`src/rtl/asi_regs_pkg.sv`:
```
// What this block does
// - Idle character fills ASI stream when empty
// - Idle character resets to K28.5, software-writable
// - Low register: idle bits 7:0, reset 83
// - High register: idle bits 9:8, reset 2
// - Status read returns 3-bit variant identification
// - Status bit 5 shows loop-through enable
// - Loop-through enable starts from pin level
// - Status holds read-only two-bit operating state
// - State field bits 4:3; 00,01,10 video
package asi_regs_pkg;

   // ------------------------------------------------------------
   // Register offsets
   // ------------------------------------------------------------
   localparam logic [7:0] IDLE_LOW_OFS  = 8'h0d;
   localparam logic [7:0] IDLE_HIGH_OFS = 8'h0e;
   localparam logic [7:0] STATUS_OFS    = 8'h1d;

   // ------------------------------------------------------------
   // Reset values and field positions
   // ------------------------------------------------------------
   localparam logic [7:0] IDLE_LOW_RST  = 8'h83;
   localparam logic [1:0] IDLE_HIGH_RST = 2'h2;
   localparam int         LOOP_BIT      = 5;
   localparam int         STATE_LSB     = 3;
   localparam int         STATE_MSB     = 4;
   localparam int         VARIANT_MSB   = 2;
   localparam int         IDLE_W        = 10;
   localparam int         FIFO_DEPTH    = 32;

   // Device variant code; value is arbitrary
   localparam logic [2:0] VARIANT_ID    = 3'h5;

   // Operating-state codes; 00, 01 and 10 all mean standard video
   localparam logic [1:0] STATE_VIDEO_A = 2'h0;
   localparam logic [1:0] STATE_VIDEO_B = 2'h1;
   localparam logic [1:0] STATE_VIDEO_C = 2'h2;

endpackage

```
`src/rtl/asi_idle_regs.sv`:
```
`timescale 1ns/1ns

// ---------------------------------------------------------------
// Word FIFO in the received data path
// ---------------------------------------------------------------
module asi_word_fifo #(
   parameter int WIDTH = 10,
   parameter int DEPTH = 32
) (
   input  wire logic             ref_clk,
   input  wire logic             rst_n,
   input  wire logic [WIDTH-1:0] in_data,
   input  wire logic             in_valid,
   output      logic             in_ready,
   output      logic [WIDTH-1:0] out_data,
   output      logic             out_valid,
   input  wire logic             out_ready
);
   localparam int AW = $clog2(DEPTH);

   initial begin
      if (DEPTH < 2 || (1 << AW) != DEPTH || WIDTH < 1)
         $error("FIFO depth must be a power of two, at least 2");
   end

   typedef struct packed {
      logic [DEPTH-1:0][WIDTH-1:0] mem;
      logic [AW-1:0]               wr_ptr;
      logic [AW-1:0]               rd_ptr;
      logic [AW:0]                 count;
   } fifo_state_t;

   fifo_state_t s_q;
   fifo_state_t s_d;
   logic        push;
   logic        pop;

   // Honest flags straight from the fill count
   assign in_ready  = (s_q.count != (AW+1)'(DEPTH));
   assign out_valid = (s_q.count != '0);
   assign out_data  = s_q.mem[s_q.rd_ptr];
   assign push      = in_valid && in_ready;
   assign pop       = out_valid && out_ready;

   // Pointer and count update
   always_comb begin
      s_d = s_q;
      if (push) begin
         s_d.mem[s_q.wr_ptr] = in_data;
         s_d.wr_ptr          = s_q.wr_ptr + 1'b1;
      end
      if (pop)
         s_d.rd_ptr = s_q.rd_ptr + 1'b1;
      if (push && !pop)
         s_d.count = s_q.count + 1'b1;
      else if (pop && !push)
         s_d.count = s_q.count - 1'b1;
   end

   always_ff @(posedge ref_clk or negedge rst_n) begin
      if (!rst_n)
         s_q <= '0;
      else
         s_q <= s_d;
   end
endmodule

// ---------------------------------------------------------------
// Idle-character substitution and register bank
// ---------------------------------------------------------------
module asi_idle_regs #(
   parameter int DATA_W = asi_regs_pkg::IDLE_W,
   parameter int DEPTH  = asi_regs_pkg::FIFO_DEPTH
) (
   input  wire logic              ref_clk,
   input  wire logic              rst_n,
   // Decoded words from the receiver
   input  wire logic [DATA_W-1:0] rx_data,
   input  wire logic              rx_valid,
   output      logic              rx_ready,
   input  wire logic              asi_mode,
   input  wire logic [1:0]        op_state,
   // Parallel stream towards the host
   output      logic [DATA_W-1:0] out_data,
   output      logic              out_valid,
   output      logic              out_is_idle,
   input  wire logic              out_ready,
   // Loop-through enable pin and resulting state
   input  wire logic              loop_pin,
   output      logic              loop_thru_en,
   // Register port of the management interface
   input  wire logic [7:0]        reg_addr,
   input  wire logic              reg_wr,
   input  wire logic [7:0]        reg_wdata,
   input  wire logic              reg_rd,
   output      logic [7:0]        reg_rdata
);
   initial begin
      if (DATA_W != asi_regs_pkg::IDLE_W)
         $error("Stream width must match the idle character width");
   end

   typedef struct packed {
      logic [DATA_W-1:0] idle;
      logic              loop_en;
      logic              init_done;
      logic [DATA_W-1:0] out_data;
      logic              out_valid;
      logic              out_idle;
      logic [7:0]        rdata;
      logic              ever_wr;
   } regs_state_t;

   regs_state_t       s_q;
   regs_state_t       s_d;
   logic [DATA_W-1:0] f_data;
   logic              f_valid;
   logic              f_pop;
   logic              slot_free;
   logic [7:0]        status;

   // ------------------------------------------------------------
   // Received words wait here while the host stalls
   // ------------------------------------------------------------
   asi_word_fifo #(
      .WIDTH (DATA_W),
      .DEPTH (DEPTH)
   ) u_fifo (
      .ref_clk   (ref_clk),
      .rst_n     (rst_n),
      .in_data   (rx_data),
      .in_valid  (rx_valid),
      .in_ready  (rx_ready),
      .out_data  (f_data),
      .out_valid (f_valid),
      .out_ready (f_pop)
   );

   // Output register may load when empty or being taken
   assign slot_free = !s_q.out_valid || out_ready;
   assign f_pop     = slot_free && f_valid;

   // Status word; bits 7:6 stay zero
   assign status = {2'b00, s_q.loop_en,
                    op_state,
                    asi_regs_pkg::VARIANT_ID};

   // Next state of stream, registers and read data
   always_comb begin
      s_d = s_q;
      // Loop enable follows the pin once, on the first edge after reset
      if (!s_q.init_done) begin
         s_d.init_done = 1'b1;
         s_d.loop_en   = loop_pin;
      end
      // Stream stage: real data first, idle fill only in ASI mode
      if (slot_free) begin
         if (f_valid) begin
            s_d.out_data  = f_data;
            s_d.out_valid = 1'b1;
            s_d.out_idle  = 1'b0;
         end else if (asi_mode) begin
            s_d.out_data  = s_q.idle;
            s_d.out_valid = 1'b1;
            s_d.out_idle  = 1'b1;
         end else begin
            s_d.out_valid = 1'b0;
            s_d.out_idle  = 1'b0;
         end
      end
      // Writes; reserved high bits are dropped
      if (reg_wr) begin
         unique case (reg_addr)
            asi_regs_pkg::IDLE_LOW_OFS: begin
               s_d.idle[7:0] = reg_wdata;
               s_d.ever_wr   = 1'b1;
            end
            asi_regs_pkg::IDLE_HIGH_OFS: begin
               s_d.idle[9:8] = reg_wdata[1:0];
               s_d.ever_wr   = 1'b1;
            end
            default: ;
         endcase
      end
      // Reads; unmapped addresses return zero
      if (reg_rd) begin
         unique case (reg_addr)
            asi_regs_pkg::IDLE_LOW_OFS:
               s_d.rdata = s_q.idle[7:0];
            asi_regs_pkg::IDLE_HIGH_OFS:
               s_d.rdata = {6'h00, s_q.idle[9:8]};
            asi_regs_pkg::STATUS_OFS:
               s_d.rdata = status;
            default:
               s_d.rdata = 8'h00;
         endcase
      end
   end

   // Reset puts K28.5 in the idle register
   always_ff @(posedge ref_clk or negedge rst_n) begin
      if (!rst_n) begin
         s_q      <= '0;
         s_q.idle <= {asi_regs_pkg::IDLE_HIGH_RST,
                      asi_regs_pkg::IDLE_LOW_RST};
      end else begin
         s_q <= s_d;
      end
   end

   assign out_data     = s_q.out_data;
   assign out_valid    = s_q.out_valid;
   assign out_is_idle  = s_q.out_idle;
   assign loop_thru_en = s_q.loop_en;
   assign reg_rdata    = s_q.rdata;
endmodule

```
`config.mk`:
```
export PLATFORM = sky130hd
export DESIGN_NAME = asi_idle_regs
export DESIGN_NICKNAME = d
export VERILOG_FILES = /design/src/rtl/asi_regs_pkg.sv /design/src/rtl/asi_idle_regs.sv
export SDC_FILE = /design/constraint.sdc
export NUM_CORES = 1
export LEC_CHECK = 0
export ABC_CLOCK_PERIOD_IN_PS = 4000
export BUFFER_PORTS_ARGS = -buffer_cell sky130_fd_sc_hd__buf_2
export CAP_MARGIN = 15
export CORE_MARGIN = 4
export CORE_UTILIZATION = 55
export DETAILED_ROUTE_END_ITERATION = 8
export PLACE_DENSITY = 0.81
export SKIP_CTS_REPAIR_TIMING = 1
export SYNTH_ARGS = -nofsm -noshare
export SYNTH_HDL_FRONTEND = slang
export SYNTH_SLANG_ARGS = --single-unit
```
`constraint.sdc`:
```
create_clock -name ref_clk -period 4 [get_ports ref_clk]
set_input_delay 0.8 -clock ref_clk [delete_from_list [all_inputs] [get_ports ref_clk]]
set_output_delay 0.8 -clock ref_clk [all_outputs]
set_load 0.02 [all_outputs]
```
# After elaboration in Yosys (flattened, before gate mapping)
# Cells that the tools add are included.
op_classes:
  n_lt_le_gt_ge: 3
  eq_ne: 4
  muxes: 11
  reduce_logical: 16
  n_addsub: 4
op_table:
  columns: ["op", "count"]
  rows:
  - ["bitwise mux 320 bit", 1]
  - ["binary-select mux 10 bit (select 5 bit)", 1]
  - ["demux 10 bit (select 5 bit)", 1]
  - ["two-way mux 10 bit", 3]
  - ["case mux 8 bit (3 select lines)", 1]
  - ["equality test 8 x 4 -> 1 bit (second input constant)", 2]
  - ["less-than comparator 5 x 6 -> 1 bit (second input constant)", 2]
  - ["two-way mux 12 bit", 1]
  - ["two-way mux 6 bit", 2]
  - ["adder 5 x 1 -> 5 bit (second input constant)", 2]
  - ["equality test 8 x 5 -> 1 bit (second input constant)", 1]
  - ["adder 6 x 1 -> 6 bit (second input constant)", 1]
  - ["logical AND 1 bit", 6]
  - ["!= test 6 bit (second input constant)", 1]
  - ["AND reduction 2 bit", 3]
  - ["nonzero test 6 bit", 1]
  - ["subtractor 6 x 1 -> 6 bit (second input constant)", 1]
  - ["greater-or-equal comparator 5 x 1 -> 1 bit (second input constant)", 1]
  - ["nonzero test 2 bit", 2]
  - ["zero test 1 bit", 3]
  - ["two-way mux 2 bit", 1]
  - ["logical OR 1 bit", 1]
word_totals:
  in_bits: 36
  elab_cells: 81
  reg_bits: 368

# Logic depth before layout (Yosys ltp)
# Gate-level depths: netlist of the first run.
depth:
  depth_word: 7
  depth_mapped: 12
  ltp_nobuf: 10

# Cells and area by module
# A second synthesis of the first run with hierarchy kept.
hier_totals:
  cells_unflattened: 1153
  area_unflattened_um2: 17095.1
modules_own_cells:
  columns: ["module", "area_each_um2", "cells_each", "n_inst", "seq_area_each_um2"]
  rows:
  - ["asi_word_fifo", 15481.1, 1023, 1, 8408.1]
  - ["asi_idle_regs", 1614.0, 130, 1, 805.8]

# Least setup slack after synthesis of the first run
# No wires, ideal clock.
synth_path:
  path_kind: "reg-to-reg"
  from: "register u_fifo.s_q[0] in the netlist's numbering"
  to: "register u_fifo.s_q[5] in the netlist's numbering"
  synth_period_minus_slack_ns: 3.094
  arrival_ns: 2.951
  setup_time_ns: 0.143
  slack_ns: 0.906
  path_stages_with_launch: 12
  t_required_ns: 3.857
  path_cell_list: "dfrtp_1 -> nor4_1 -> a21oi_1 -> inv_1 -> clkbuf_1 -> ha_1 -> inv_1 -> ha_1 -> nand2_1 -> o21a_1 -> o311ai_0 -> xor2_1"
synth_between:
  elab_chain_cells: 6
synth_lines:
  columns: ["item", "line_no", "text"]
  rows:
  - ["start: declaration", "asi_idle_regs.sv:33", "fifo_state_t s_q;"]
  - ["start signal: assignment", "asi_idle_regs.sv:62", "s_q <= '0;"]
  - ["start signal: assignment", "asi_idle_regs.sv:64", "s_q <= s_d;"]
  - ["parallel branches: the longest is 6 deep, another holds subtractor 6 x 1 -> 6 bit", null, null]
# Several ways; the timed one is not identified. The select of a mux whose other input is x is not followed.
# A chain may end at the register's enable or synchronous reset.

# Final worst setup path of the first run
# Same ends and word-level chain as after synthesis.

==> reports/results.tsv, run 1 <==
stage	metric	value	unit
setup_path	path_delay_family	compound AO/OA/AOI/OAI gates	
route	firstDrtPassIters	5	
sta	grt_setup_unrepaired	no	
final_layout	nets	1239	
final_layout	layout.cells.most_common	mux2_2	
logic_synthesis	yosys.area.top_type	dfrtp_1	
global_route	grt_usage	23.4	%
place	portBuffers	57	
clock_network	clk_path_buf_depth	3	
sta	fin_tns_setup	0	ps
floorplan	fp.coreArea	0.0306	mm^2
place	hpwl	25200	um
logic_synthesis	synth_top_area_share	53.5	%
sta	fin_crit_sh	82.4	%
sta	setup_violations	0	
place	pre_cts_ws	688	ps
floorplan	rows	64	
sta	fin_ws	703	ps
power	p_sw	4.68	mW
logic_synthesis	synth_ff_type	dfrtp_1	
power	ir_worst_vdd	0.000386	V
logic_synthesis	ys_seq_area_share	54.1	%
logic_synthesis	ys_top_cells_by_area	dfrtp_1, mux2_2, mux4_2, mux2i_1, clkbuf_1	
clock_network	clk_pin_slew	60	ps
setup_path	worstPathRequired	4430	ps
floorplan	ios	58	
route	drc	0	
place	place.gp.congestion	0.858	
global_route	grt_pass1_vias	10814	
route	drt-total-wl	38900	um
clock_network	root_buffer	clkbuf_16	
setup_path	cp_max_fo	6	
setup_path	rrSetupSlack	700	ps
final_layout	fin_cells	1615	
flow_run	max_cap_violations	0	
logic_synthesis	yosysUniqueCellTypes	53	
logic_synthesis	netlist_area	0.0170	mm^2
power	clockPowerShare	22.5	%
sta	tightest_slew	1190	ps
floorplan	fp.dieW	184	um
power	total_power	14.5	mW
power	p_int	9.78	mW
clock_network	cts_buffers	39	
status	outcome	finished clean	
route	route.vias.total	10135	
setup_path	rr_worst_depth	10	
route	wl_per_cell	24.1	um
power	p_per_area	773	mW/mm^2
sta	fmax	303	MHz
route	drt-vias-per-instance	6.28	
final_layout	drive_above_1_share	47.5	%
final_layout	n_fill_cell	2309	
sta	slew_headroom	20.2	%
final_layout	seq_area	0.00922	mm^2
global_route	grt_max_degree	108	
place	dp.cells	1547	
global_route	grt_pass1_wl	62100	um
power	switching_share	32.4	%
logic_synthesis	synth_edf_count	0	
setup_path	worst-path-buf-inv	2	
setup_path	crit_chain	nor4_1 -> a21oi_1 -> inv_1 -> ha_1 -> inv_1 -> ha_1 -> nand2_1 -> o21a_1 -> o311ai_0 -> xor2_1	
logic_synthesis	synth_warnings	0	
clock_network	clkLatencyLatePin	510	ps
floorplan	die_area	0.0339	mm^2
setup_path	critPathLaunchType	flop	
min_path	hp-class	in2async	
final_layout	multi_input_area	0.00734	mm^2
route	drt_iter0_markers	757	
power	power_frac_comb	34.1	%
setup_path	critical_path_class	reg2reg	
logic_synthesis	syn_nets	1219	
final_layout	layout_common_cells	mux2_2, dfrtp_1, buf_2	
power	seqPwrFrac	43.5	%
logic_synthesis	async_flop_share	100	%
sta	skew	9.65	ps
power	p_leak	8.35	nW
logic_synthesis	synth_seq_cells	368	
setup_path	cp_slowest_stage_delay	630	ps
floorplan	initial_core_util	55.7	%
clock_network	htree_levels	2	
final_layout	area_growth	9.85	%
sta	slew_viol_final	0	
floorplan	die_h	184	um
logic_synthesis	syn_inst	1172	
setup_path	r2r_start	u_fifo.s_q[0]$_DFFE_PN0P_	
logic_synthesis	avgSynthCellArea	14.5	um^2
setup_path	cpMaxStageDelayCell	nor4_1	
setup_path	arrival	3720	ps
global_route	overflow	0	
route	drtAntennaViolNets	0	
sta	fin_crit	3300	ps
clock_network	cts.sinks	368	
setup_path	cp-end-kind	flop	
global_route	antenna_found_initial	0	
clock_network	cts_tree	built	
sta	hold_viol	0	
setup_path	reg2reg_to	u_fifo.s_q[5]$_DFFE_PN0P_	
## cell type report
class,count,area share [%]
Sequential cell,368,49.3
Tap cell,396,2.65
Inverter,14,0.281
Clock buffer,61,5.82
Timing Repair Buffer,74,2.59
Antenna cell,1,0.0134
Multi-Input combinational cell,695,39.2
Clock inverter,6,0.180
## power groups by stage
stage	combinational, mW	sequential (mW)	clock, mW
3_5_place_dp	4.89	6.32	0
4_1_cts	4.93	6.27	3.31
6_report	4.93	6.29	3.25
5_1_grt	5.32	6.48	3.45
3_3_place_gp	4.73	6.20	0
2_1_floorplan	4.01	5.79	0
## routing by layer
layer	wire (um)	GRT usage [%]
met1	17000	32.9
met2	18600	37.1
met3	1960	4.55
met4	1320	8.02
met5	0	0
## state kept, by name (all words and copies together), names as in the netlist
name and cells:
loop_thru_en 1, out_data 10, out_is_idle 1, out_valid 1, reg_rdata 8, s_q 11
u_fifo.s_q 336
## cell usage after synthesis, types with 2 or more instances
cell	n
a222oi_1	10
buf_4	19
o221ai_1	10
dfstp_2	4
nor4b_1	21
a22o_1	21
buf_2	10
buf_1	11
xor2_1	2
inv_1	13
xnor2_1	9
nand3b_1	4
nand3_1	5
nor2_1	6
ha_1	10
nor4_1	4
o311ai_4	3
nor2b_1	5
mux4_2	50
o22ai_1	15
nor3_1	10
a21o_1	2
and3_1	2
nand2_1	31
nor2_2	31
dfrtp_1	364
mux2_2	363
mux2i_1	33
or3_1	2
clkbuf_1	55
a21oi_1	3
nand4_1	5
o21ai_0	19
## metrics by stage
stage                     utilization [%]  hold slack [ps]  area, um^2
after detailed placement             57.5              488       17600
after CTS                            61.2             90.1       18700
final                                61.2             96.9       18700
after floorplan                         -              455       17000
after global routing                 61.2             89.3       18700
after global placement               57.5              473       17600
## cell families (layout without fill, tap and decap cells)
kind of cell | Yosys count | after routing | share of synthesized area, %
adder cells (fa/ha/maj) | 11 | 11 | 0.852
other | 1 | 2 | 0.0220
multiplexers | 446 | 446 | 32.5
flip-flops | 368 | 368 | 54.1
AND/OR/NAND/NOR | 133 | 133 | 4.65
AO/OA/AOI/OAI | 93 | 93 | 4.41
buffers and inverters | 109 | 155 | 2.89
XOR/XNOR | 11 | 11 | 0.565
## how the worst max path moves through the flow
stage / cells after the start / slack [ps] / startpoint / to
floorplan: 11 / 910 / u_fifo.s_q[0]$_DFFE_PN0P_ / u_fifo.s_q[5]$_DFFE_PN0P_
global placement: 11 / 780 / out_ready / u_fifo.s_q[5]$_DFFE_PN0P_
detailed placement: 11 / 690 / out_ready / u_fifo.s_q[5]$_DFFE_PN0P_
CTS: 10 / 720 / u_fifo.s_q[0]$_DFFE_PN0P_ / u_fifo.s_q[5]$_DFFE_PN0P_
global route: 10 / 490 / u_fifo.s_q[0]$_DFFE_PN0P_ / u_fifo.s_q[5]$_DFFE_PN0P_
finish: 10 / 700 / u_fifo.s_q[0]$_DFFE_PN0P_ / u_fifo.s_q[5]$_DFFE_PN0P_
Note: power is estimated with default switching activity, not from simulation.
==> run 2: changes to the inputs <==
ABC_CLOCK_PERIOD_IN_PS = 2730   (was 4000)
PLACE_DENSITY = 0.84   (was 0.81)
clock period = 2.73 ns   (was 4 ns; I/O delays follow)
==> run 2 against run 1 <==
  * Highest routed layer unchanged
  * Clock skew is 21 ps higher
  * Die area stayed put
  * Sequential power is 44% higher
==> reports/results.tsv, run 2 (synthesized netlist as in run 1, its figures left out) <==
stage	metric	value	unit	change
status	outcome	finished clean		
place	place.gp.congestion	0.840		-2.1%
final_layout	area_growth	13.5	%	
route	drc	0		unchanged
global_route	grt_pass1_wl	65400	um	+5.2%
setup_path	critPathLaunchType	flop		
sta	fin_crit_sh	99.2	%	+17 points
power	p_leak	8.72	nW	+4.3%
route	drt-total-wl	41100	um	+5.7%
final_layout	layout_common_cells	mux2_2, dfrtp_1, buf_4		
setup_path	worstPathRequired	3110	ps	-1320 ps
setup_path	arrival	3090	ps	-630 ps
setup_path	cp-end-kind	flop		
final_layout	layout.cells.most_common	mux2_2		
setup_path	critical_path_class	reg2reg		
place	portBuffers	57		unchanged
final_layout	nets	1292		+4.3%
sta	hold_viol	0		unchanged
global_route	antenna_found_initial	0		unchanged
power	p_sw	7.08	mW	+51%
clock_network	htree_levels	2		unchanged
global_route	grt_usage	24.6	%	+1.2 points
route	wl_per_cell	24.7	um	+2.4%
sta	tightest_slew	1080	ps	-109 ps
sta	skew	30.7	ps	+21.1 ps
sta	fin_crit	2710	ps	-587 ps
clock_network	clkLatencyLatePin	540	ps	+30 ps
flow_run	max_cap_violations	0		unchanged
clock_network	cts.sinks	368		unchanged
setup_path	cp_max_fo	5		-1
clock_network	clk_pin_slew	60	ps	about the same
floorplan	die_area	0.0339	mm^2	unchanged
clock_network	cts_tree	built		
final_layout	final_util	63.2	%	+2.1 points
floorplan	rows	64		unchanged
route	firstDrtPassIters	7		+2
place	hpwl	26100	um	+3.5%
sta	fmax	369	MHz	+22%
sta	slew_viol_final	0		unchanged
clock_network	root_buffer	clkbuf_16		
power	ir_worst_vdd	0.000616	V	+60%
power	seqPwrFrac	41.4	%	-2.1 points
min_path	hp-class	in2async		
power	total_power	22.0	mW	+52%
route	drt-vias-per-instance	6.33		+0.90%
power	clockPowerShare	22.8	%	+0.3 points
floorplan	die_h	184	um	unchanged
clock_network	clk_path_buf_depth	3		unchanged
global_route	overflow	0		unchanged
floorplan	initial_core_util	55.7	%	unchanged
global_route	grt_max_degree	85		-21%
sta	slew_headroom	27.5	%	+7.3 points
power	p_per_area	1130	mW/mm^2	+47%
power	switching_share	32.3	%	-0.095 points
clock_network	cts_buffers	37		-5.1%
route	route.vias.total	10549		+4.1%
final_layout	drive_above_1_share	51.3	%	+3.9 points
final_layout	largest_reg_flops	336		unchanged
setup_path	r2r_start	u_fifo.s_q[2]$_DFFE_PN0P_		
sta	setup_violations	0		unchanged
floorplan	fp.dieW	184	um	unchanged
setup_path	crit_start	u_fifo.s_q[2]$_DFFE_PN0P_		
power	power_frac_comb	35.8	%	+1.7 points
power	p_int	14.9	mW	+52%
route	drt_iter0_markers	909		+20%
floorplan	fp.coreArea	0.0306	mm^2	unchanged
floorplan	ios	58		unchanged
route	drtAntennaViolNets	0		unchanged
final_layout	top_register	u_fifo.s_q		
final_layout	num_antenna_cells	0		-1
global_route	grt_pass1_vias	11359		+5.0%
==> run 2: metal layers <==
metal	vias to the layer above	GRT usage, %	share of wire (%)
met5	-	0	0
met4	0	7.54	2.8
met3	82	3.98	5.8
met2	373	39.8	49
met1	5618	34.8	42
li1	4476	-	-
==> run 2: final timing paths <==
check / slack [ps] / end / depth (start not counted)
setup / recovery: 20 / u_fifo.s_q[5]$_DFFE_PN0P_ / 10
hold / removal: 30 / u_fifo.s_q[331]$_DFFE_PN0P_ / 1
setup reg to reg: 20 / u_fifo.s_q[5]$_DFFE_PN0P_ / 10
hold reg to reg: 500 / u_fifo.s_q[135]$_DFFE_PN0P_ / 1
max in group asynchronous: 1890 / u_fifo.s_q[176]$_DFFE_PN0P_ / 2
min in group ref_clk: 240 / s_q[28]$_DFFE_PN0P_ / 2
==> run 2: critical path, cell delays in order (launching register included) <==
cell and delay (ps):
dfrtp_1 380, or4b_4 550, o31a_1 330, ha_2 220, inv_4 90, ha_1 200, nand2_1 110, buf_4 150
o211ai_1 210, o311ai_2 170, xor2_1 160
==> run 2: power groups by stage <==
stage                     logic [mW]  registers (mW)  clock network [mW]
after CTS                       7.79            9.04                5.06
after floorplan                 5.91            8.49                   0
final                           7.86            9.08                5.01
after global placement          7.44            8.91                   0
after global routing            8.42            9.31                5.31
after detailed placement        7.71            9.09                   0
==> run 2: final cells by class <==
cell class / count / area, um^2
clock buffers: 54 / 1110
clock inverters: 10 / 78.8
fillers: 2155 / 11200
inverters: 14 / 55.1
multi-input cells: 695 / 7400
flip-flops and latches: 368 / 9220
well taps: 396 / 495
repair buffers: 129 / 988
==> run 2: metrics by stage <==
| stage | hold WS, ps | setup WS, ps | setup TNS [ps] | instances | area [um^2] |
|---|---|---|---|---|---|
| after CTS | 76.3 | -40.6 | -40.6 | 1665 | 19300 |
| after global placement | 458 | 50.9 | 0 | 1601 | 18100 |
| final | 33.7 | 20.7 | 0 | 1666 | 19300 |
| after detailed placement | 479 | -63.7 | -63.7 | 1601 | 18100 |
| after global routing | 91.6 | -64.5 | -81.0 | 1666 | 19300 |
| after floorplan | 250 | -24.6 | -24.6 | 1172 | 17100 |
==> run 3: changes to the inputs <==
--- a/config.mk
+++ b/config.mk
@@ -7,12 +7,13 @@
 export LEC_CHECK = 0
 export ABC_CLOCK_PERIOD_IN_PS = 2730
-export BUFFER_PORTS_ARGS = -buffer_cell sky130_fd_sc_hd__buf_2
 export CAP_MARGIN = 15
 export CORE_MARGIN = 4
 export CORE_UTILIZATION = 55
 export DETAILED_ROUTE_END_ITERATION = 8
-export PLACE_DENSITY = 0.84
+export DONT_BUFFER_PORTS = 1
+export PLACE_DENSITY = 0.82
 export SKIP_CTS_REPAIR_TIMING = 1
 export SYNTH_ARGS = -nofsm -noshare
 export SYNTH_HDL_FRONTEND = slang
+export SYNTH_HIERARCHICAL = 1
 export SYNTH_SLANG_ARGS = --single-unit
==> constraint.sdc (replaced) <==
create_clock -name ref_clk -period 2.73 [get_ports ref_clk]
set_input_delay 0.546 -clock ref_clk [delete_from_list [all_inputs] [get_ports ref_clk]]
set_output_delay 0.546 -clock ref_clk [all_outputs]
set_load 0.1 [all_outputs]
==> run 3 against run 2 <==
  * Clock power increased by 5.4%
  * Non-clock buffer count is 82 lower
  * Cell area down 2.2%
  * Highest routed layer unchanged
  * The flow now finishes with violations (hold timing)
  * Combinational power decreased by 2%
  * Largest cell class unchanged
==> reports/results.tsv, run 3 <==
stage	metric	value	unit	change
setup_path	cp.depth	9		-1
route	drt-vias-per-instance	6.29		-0.67%
setup_path	rr_worst_depth	9		-1
logic_synthesis	synth_ff_type	dfrtp_1		
floorplan	die_area	0.0340	mm^2	+0.32%
place	place.gp.congestion	0.790		-6.0%
clock_network	clkLatencyLatePin	530	ps	about the same
logic_synthesis	synth_edf_count	0		unchanged
final_layout	drive_above_1_share	48.4	%	-2.9 points
logic_synthesis	yosys.area.top_type	dfrtp_1		
setup_path	arrival	3070	ps	-20 ps
status	violations	hold timing		
sta	hold_viol	364		+364
sta	slew_headroom	24.3	%	-3.2 points
floorplan	die_h	184	um	+0.16%
route	drtAntennaViolNets	0		unchanged
setup_path	path_delay_family	simple AND/OR/NAND/NOR gates		
clock_network	htree_levels	2		unchanged
clock_network	clk_path_buf_depth	3		unchanged
sta	setup_violations	0		unchanged
logic_synthesis	synth_warnings	6		+6
min_path	hp-class	in2async		
final_layout	area_growth	10.7	%	
route	firstDrtPassIters	5		-2
clock_network	cts_buffers	38		+2.7%
logic_synthesis	syn_inst	1153		-1.6%
place	portBuffers	0		-100%
sta	fin_crit_sh	97.5	%	-1.7 points
flow_run	max_cap_violations	0		unchanged
power	p_per_area	1190	mW/mm^2	+4.5%
clock_network	cts_tree	built		
sta	skew	15.8	ps	-14.9 ps
floorplan	fp.dieW	184	um	+0.16%
setup_path	critPathLaunchType	flop		
logic_synthesis	yosysUniqueCellTypes	57		+7.5%
sta	fin_tns_setup	0	ps	unchanged
place	hpwl	23300	um	-11%
route	wl_per_cell	24.1	um	-2.2%
final_layout	post-route-cell-area	0.0189	mm^2	-2.2%
logic_synthesis	synth_most_common_cell	dfrtp_1		
route	route.vias.total	9843		-6.7%
logic_synthesis	avgSynthCellArea	14.8	um^2	+2.0%
final_layout	layout_common_cells	dfrtp_1, mux2_2, mux4_2		
final_layout	top_register	u_fifo/s_q		
place	place_area	0.0177	mm^2	-2.5%
clock_network	root_buffer	clkbuf_16		
route	drc	0		unchanged
final_layout	nets	1193		-7.7%
setup_path	cp_max_fo	6		+1
clock_network	clk_pin_slew	60	ps	about the same
logic_synthesis	netlist_area	0.0171	mm^2	+0.33%
setup_path	cpMaxStageDelayCell	or4_4		
power	p_leak	8.41	nW	-3.5%
logic_synthesis	async_flop_share	100	%	unchanged
setup_path	crit_chain	or4_4 -> o31a_1 -> inv_1 -> ha_4 -> inv_2 -> ha_1 -> or4_1 -> a21oi_1 -> nor3_1		
global_route	grt_pass1_wl	59600	um	-8.8%
sta	hold_slack	-254	ps	-287 ps
sta	fmax	376	MHz	+1.8%
setup_path	worstPathRequired	3140	ps	+30 ps
logic_synthesis	synth_top_area_share	53.3	%	-0.18 points
global_route	grt_max_degree	369		+330%
floorplan	fp.coreArea	0.0306	mm^2	unchanged
setup_path	cp-end-kind	flop		
clock_network	cts.sinks	368		unchanged
logic_synthesis	syn_nets	1201		-1.5%
global_route	grt_usage	22.5	%	-2.1 points
logic_synthesis	yosys-top-cells-count	dfrtp_1, mux2_2, mux4_2, clkbuf_1, mux2i_1		
final_layout	num_antenna_cells	0		unchanged
power	ir_worst_vdd	0.000689	V	+12%
final_layout	largest_reg_flops	336		unchanged
global_route	overflow	0		unchanged
sta	slew_viol_final	0		unchanged
setup_path	worst-path-buf-inv	2		unchanged
global_route	antenna_found_initial	0		unchanged
setup_path	critical_path_class	reg2reg		
floorplan	initial_core_util	55.9	%	+0.18 points
setup_path	cp_slowest_stage_delay	550	ps	about the same
logic_synthesis	ys_top_cells_by_area	dfrtp_1, mux2_2, mux4_2, mux2i_1, clkbuf_1		
final_layout	layout.cells.most_common	dfrtp_1		
floorplan	ios	58		unchanged
floorplan	rows	64		unchanged
route	drt-total-wl	37800	um	-8.1%
route	drt_iter0_markers	783		-14%
power	total_power	22.4	mW	+2.2%
logic_synthesis	synth_seq_cells	368		unchanged
final_layout	n_fill_cell	2236		+3.8%
sta	tightest_slew	1130	ps	+48.7 ps
logic_synthesis	ys_seq_area_share	53.9	%	-0.18 points
global_route	grt_pass1_vias	10419		-8.3%
sta	grt_setup_unrepaired	yes		
sta	fin_crit	2660	ps	-47.3 ps
status	outcome	finished with violations		
## run 3: worst paths after layout
check	slack [ps]	from	to
hold reg to reg	500	u_fifo/s_q[211]$_DFFE_PN0P_	u_fifo/s_q[211]$_DFFE_PN0P_
setup / recovery	70	u_fifo/s_q[1]$_DFFE_PN0P_	u_fifo/s_q[5]$_DFFE_PN0P_
hold / removal	-250	rst_n	u_fifo/s_q[186]$_DFFE_PN0P_
setup reg to reg	70	u_fifo/s_q[1]$_DFFE_PN0P_	u_fifo/s_q[5]$_DFFE_PN0P_
max in group asynchronous	2300	rst_n	u_fifo/s_q[319]$_DFFE_PN0P_
min in group ref_clk	110	reg_rd	reg_rdata[0]$_DFFE_PN0P_
## run 3: through the flow
stage	instances	hold slack, ps	worst slack (ps)	util (%)
6_report	1565	-254	68.0	61.9
5_1_grt	1565	-277	-5.20	61.9
4_1_cts	1565	-275	54.4	61.8
3_5_place_dp	1501	276	84.0	57.7
3_3_place_gp	1501	279	106	57.7
2_1_floorplan	1153	250	0.616	-
## run 3: report_power, final
part           switching (mW)  internal (mW)
sequential               1.84           7.59
clock                    2.08           3.20
combinational            3.35           4.39
total                    7.27           15.2
## run 3: per-layer routing
layer	track usage (%)	part of all wire (%)	vias to the layer above
li1	-	-	4235
met1	32.4	44	5283
met2	35.8	49	262
met3	3.47	4.6	63
met4	7.10	2.7	0
met5	0	0	-
## run 3: cell families after synthesis
group,count (synthesis),share of synthesized area (%)
AO/OA/AOI/OAI,102,4.62
XOR/XNOR,10,0.512
adder cells (fa/ha/maj),12,0.922
buffers and inverters,107,2.92
flip-flops,368,53.9
multiplexers,455,33.8
other,1,0.0219
AND/OR/NAND/NOR,98,3.35
## run 3: cell type report
| class | count | area (um^2) | share of cell area, % |
|---|---|---|---|
| Sequential cell | 368 | 9220 | 48.7 |
| Clock inverter | 10 | 181 | 0.958 |
| Inverter | 12 | 46.3 | 0.245 |
| Timing Repair Buffer | 47 | 478 | 2.53 |
| Tap cell | 396 | 495 | 2.62 |
| Clock buffer | 54 | 1070 | 5.66 |
| Multi-Input combinational cell | 678 | 7430 | 39.3 |
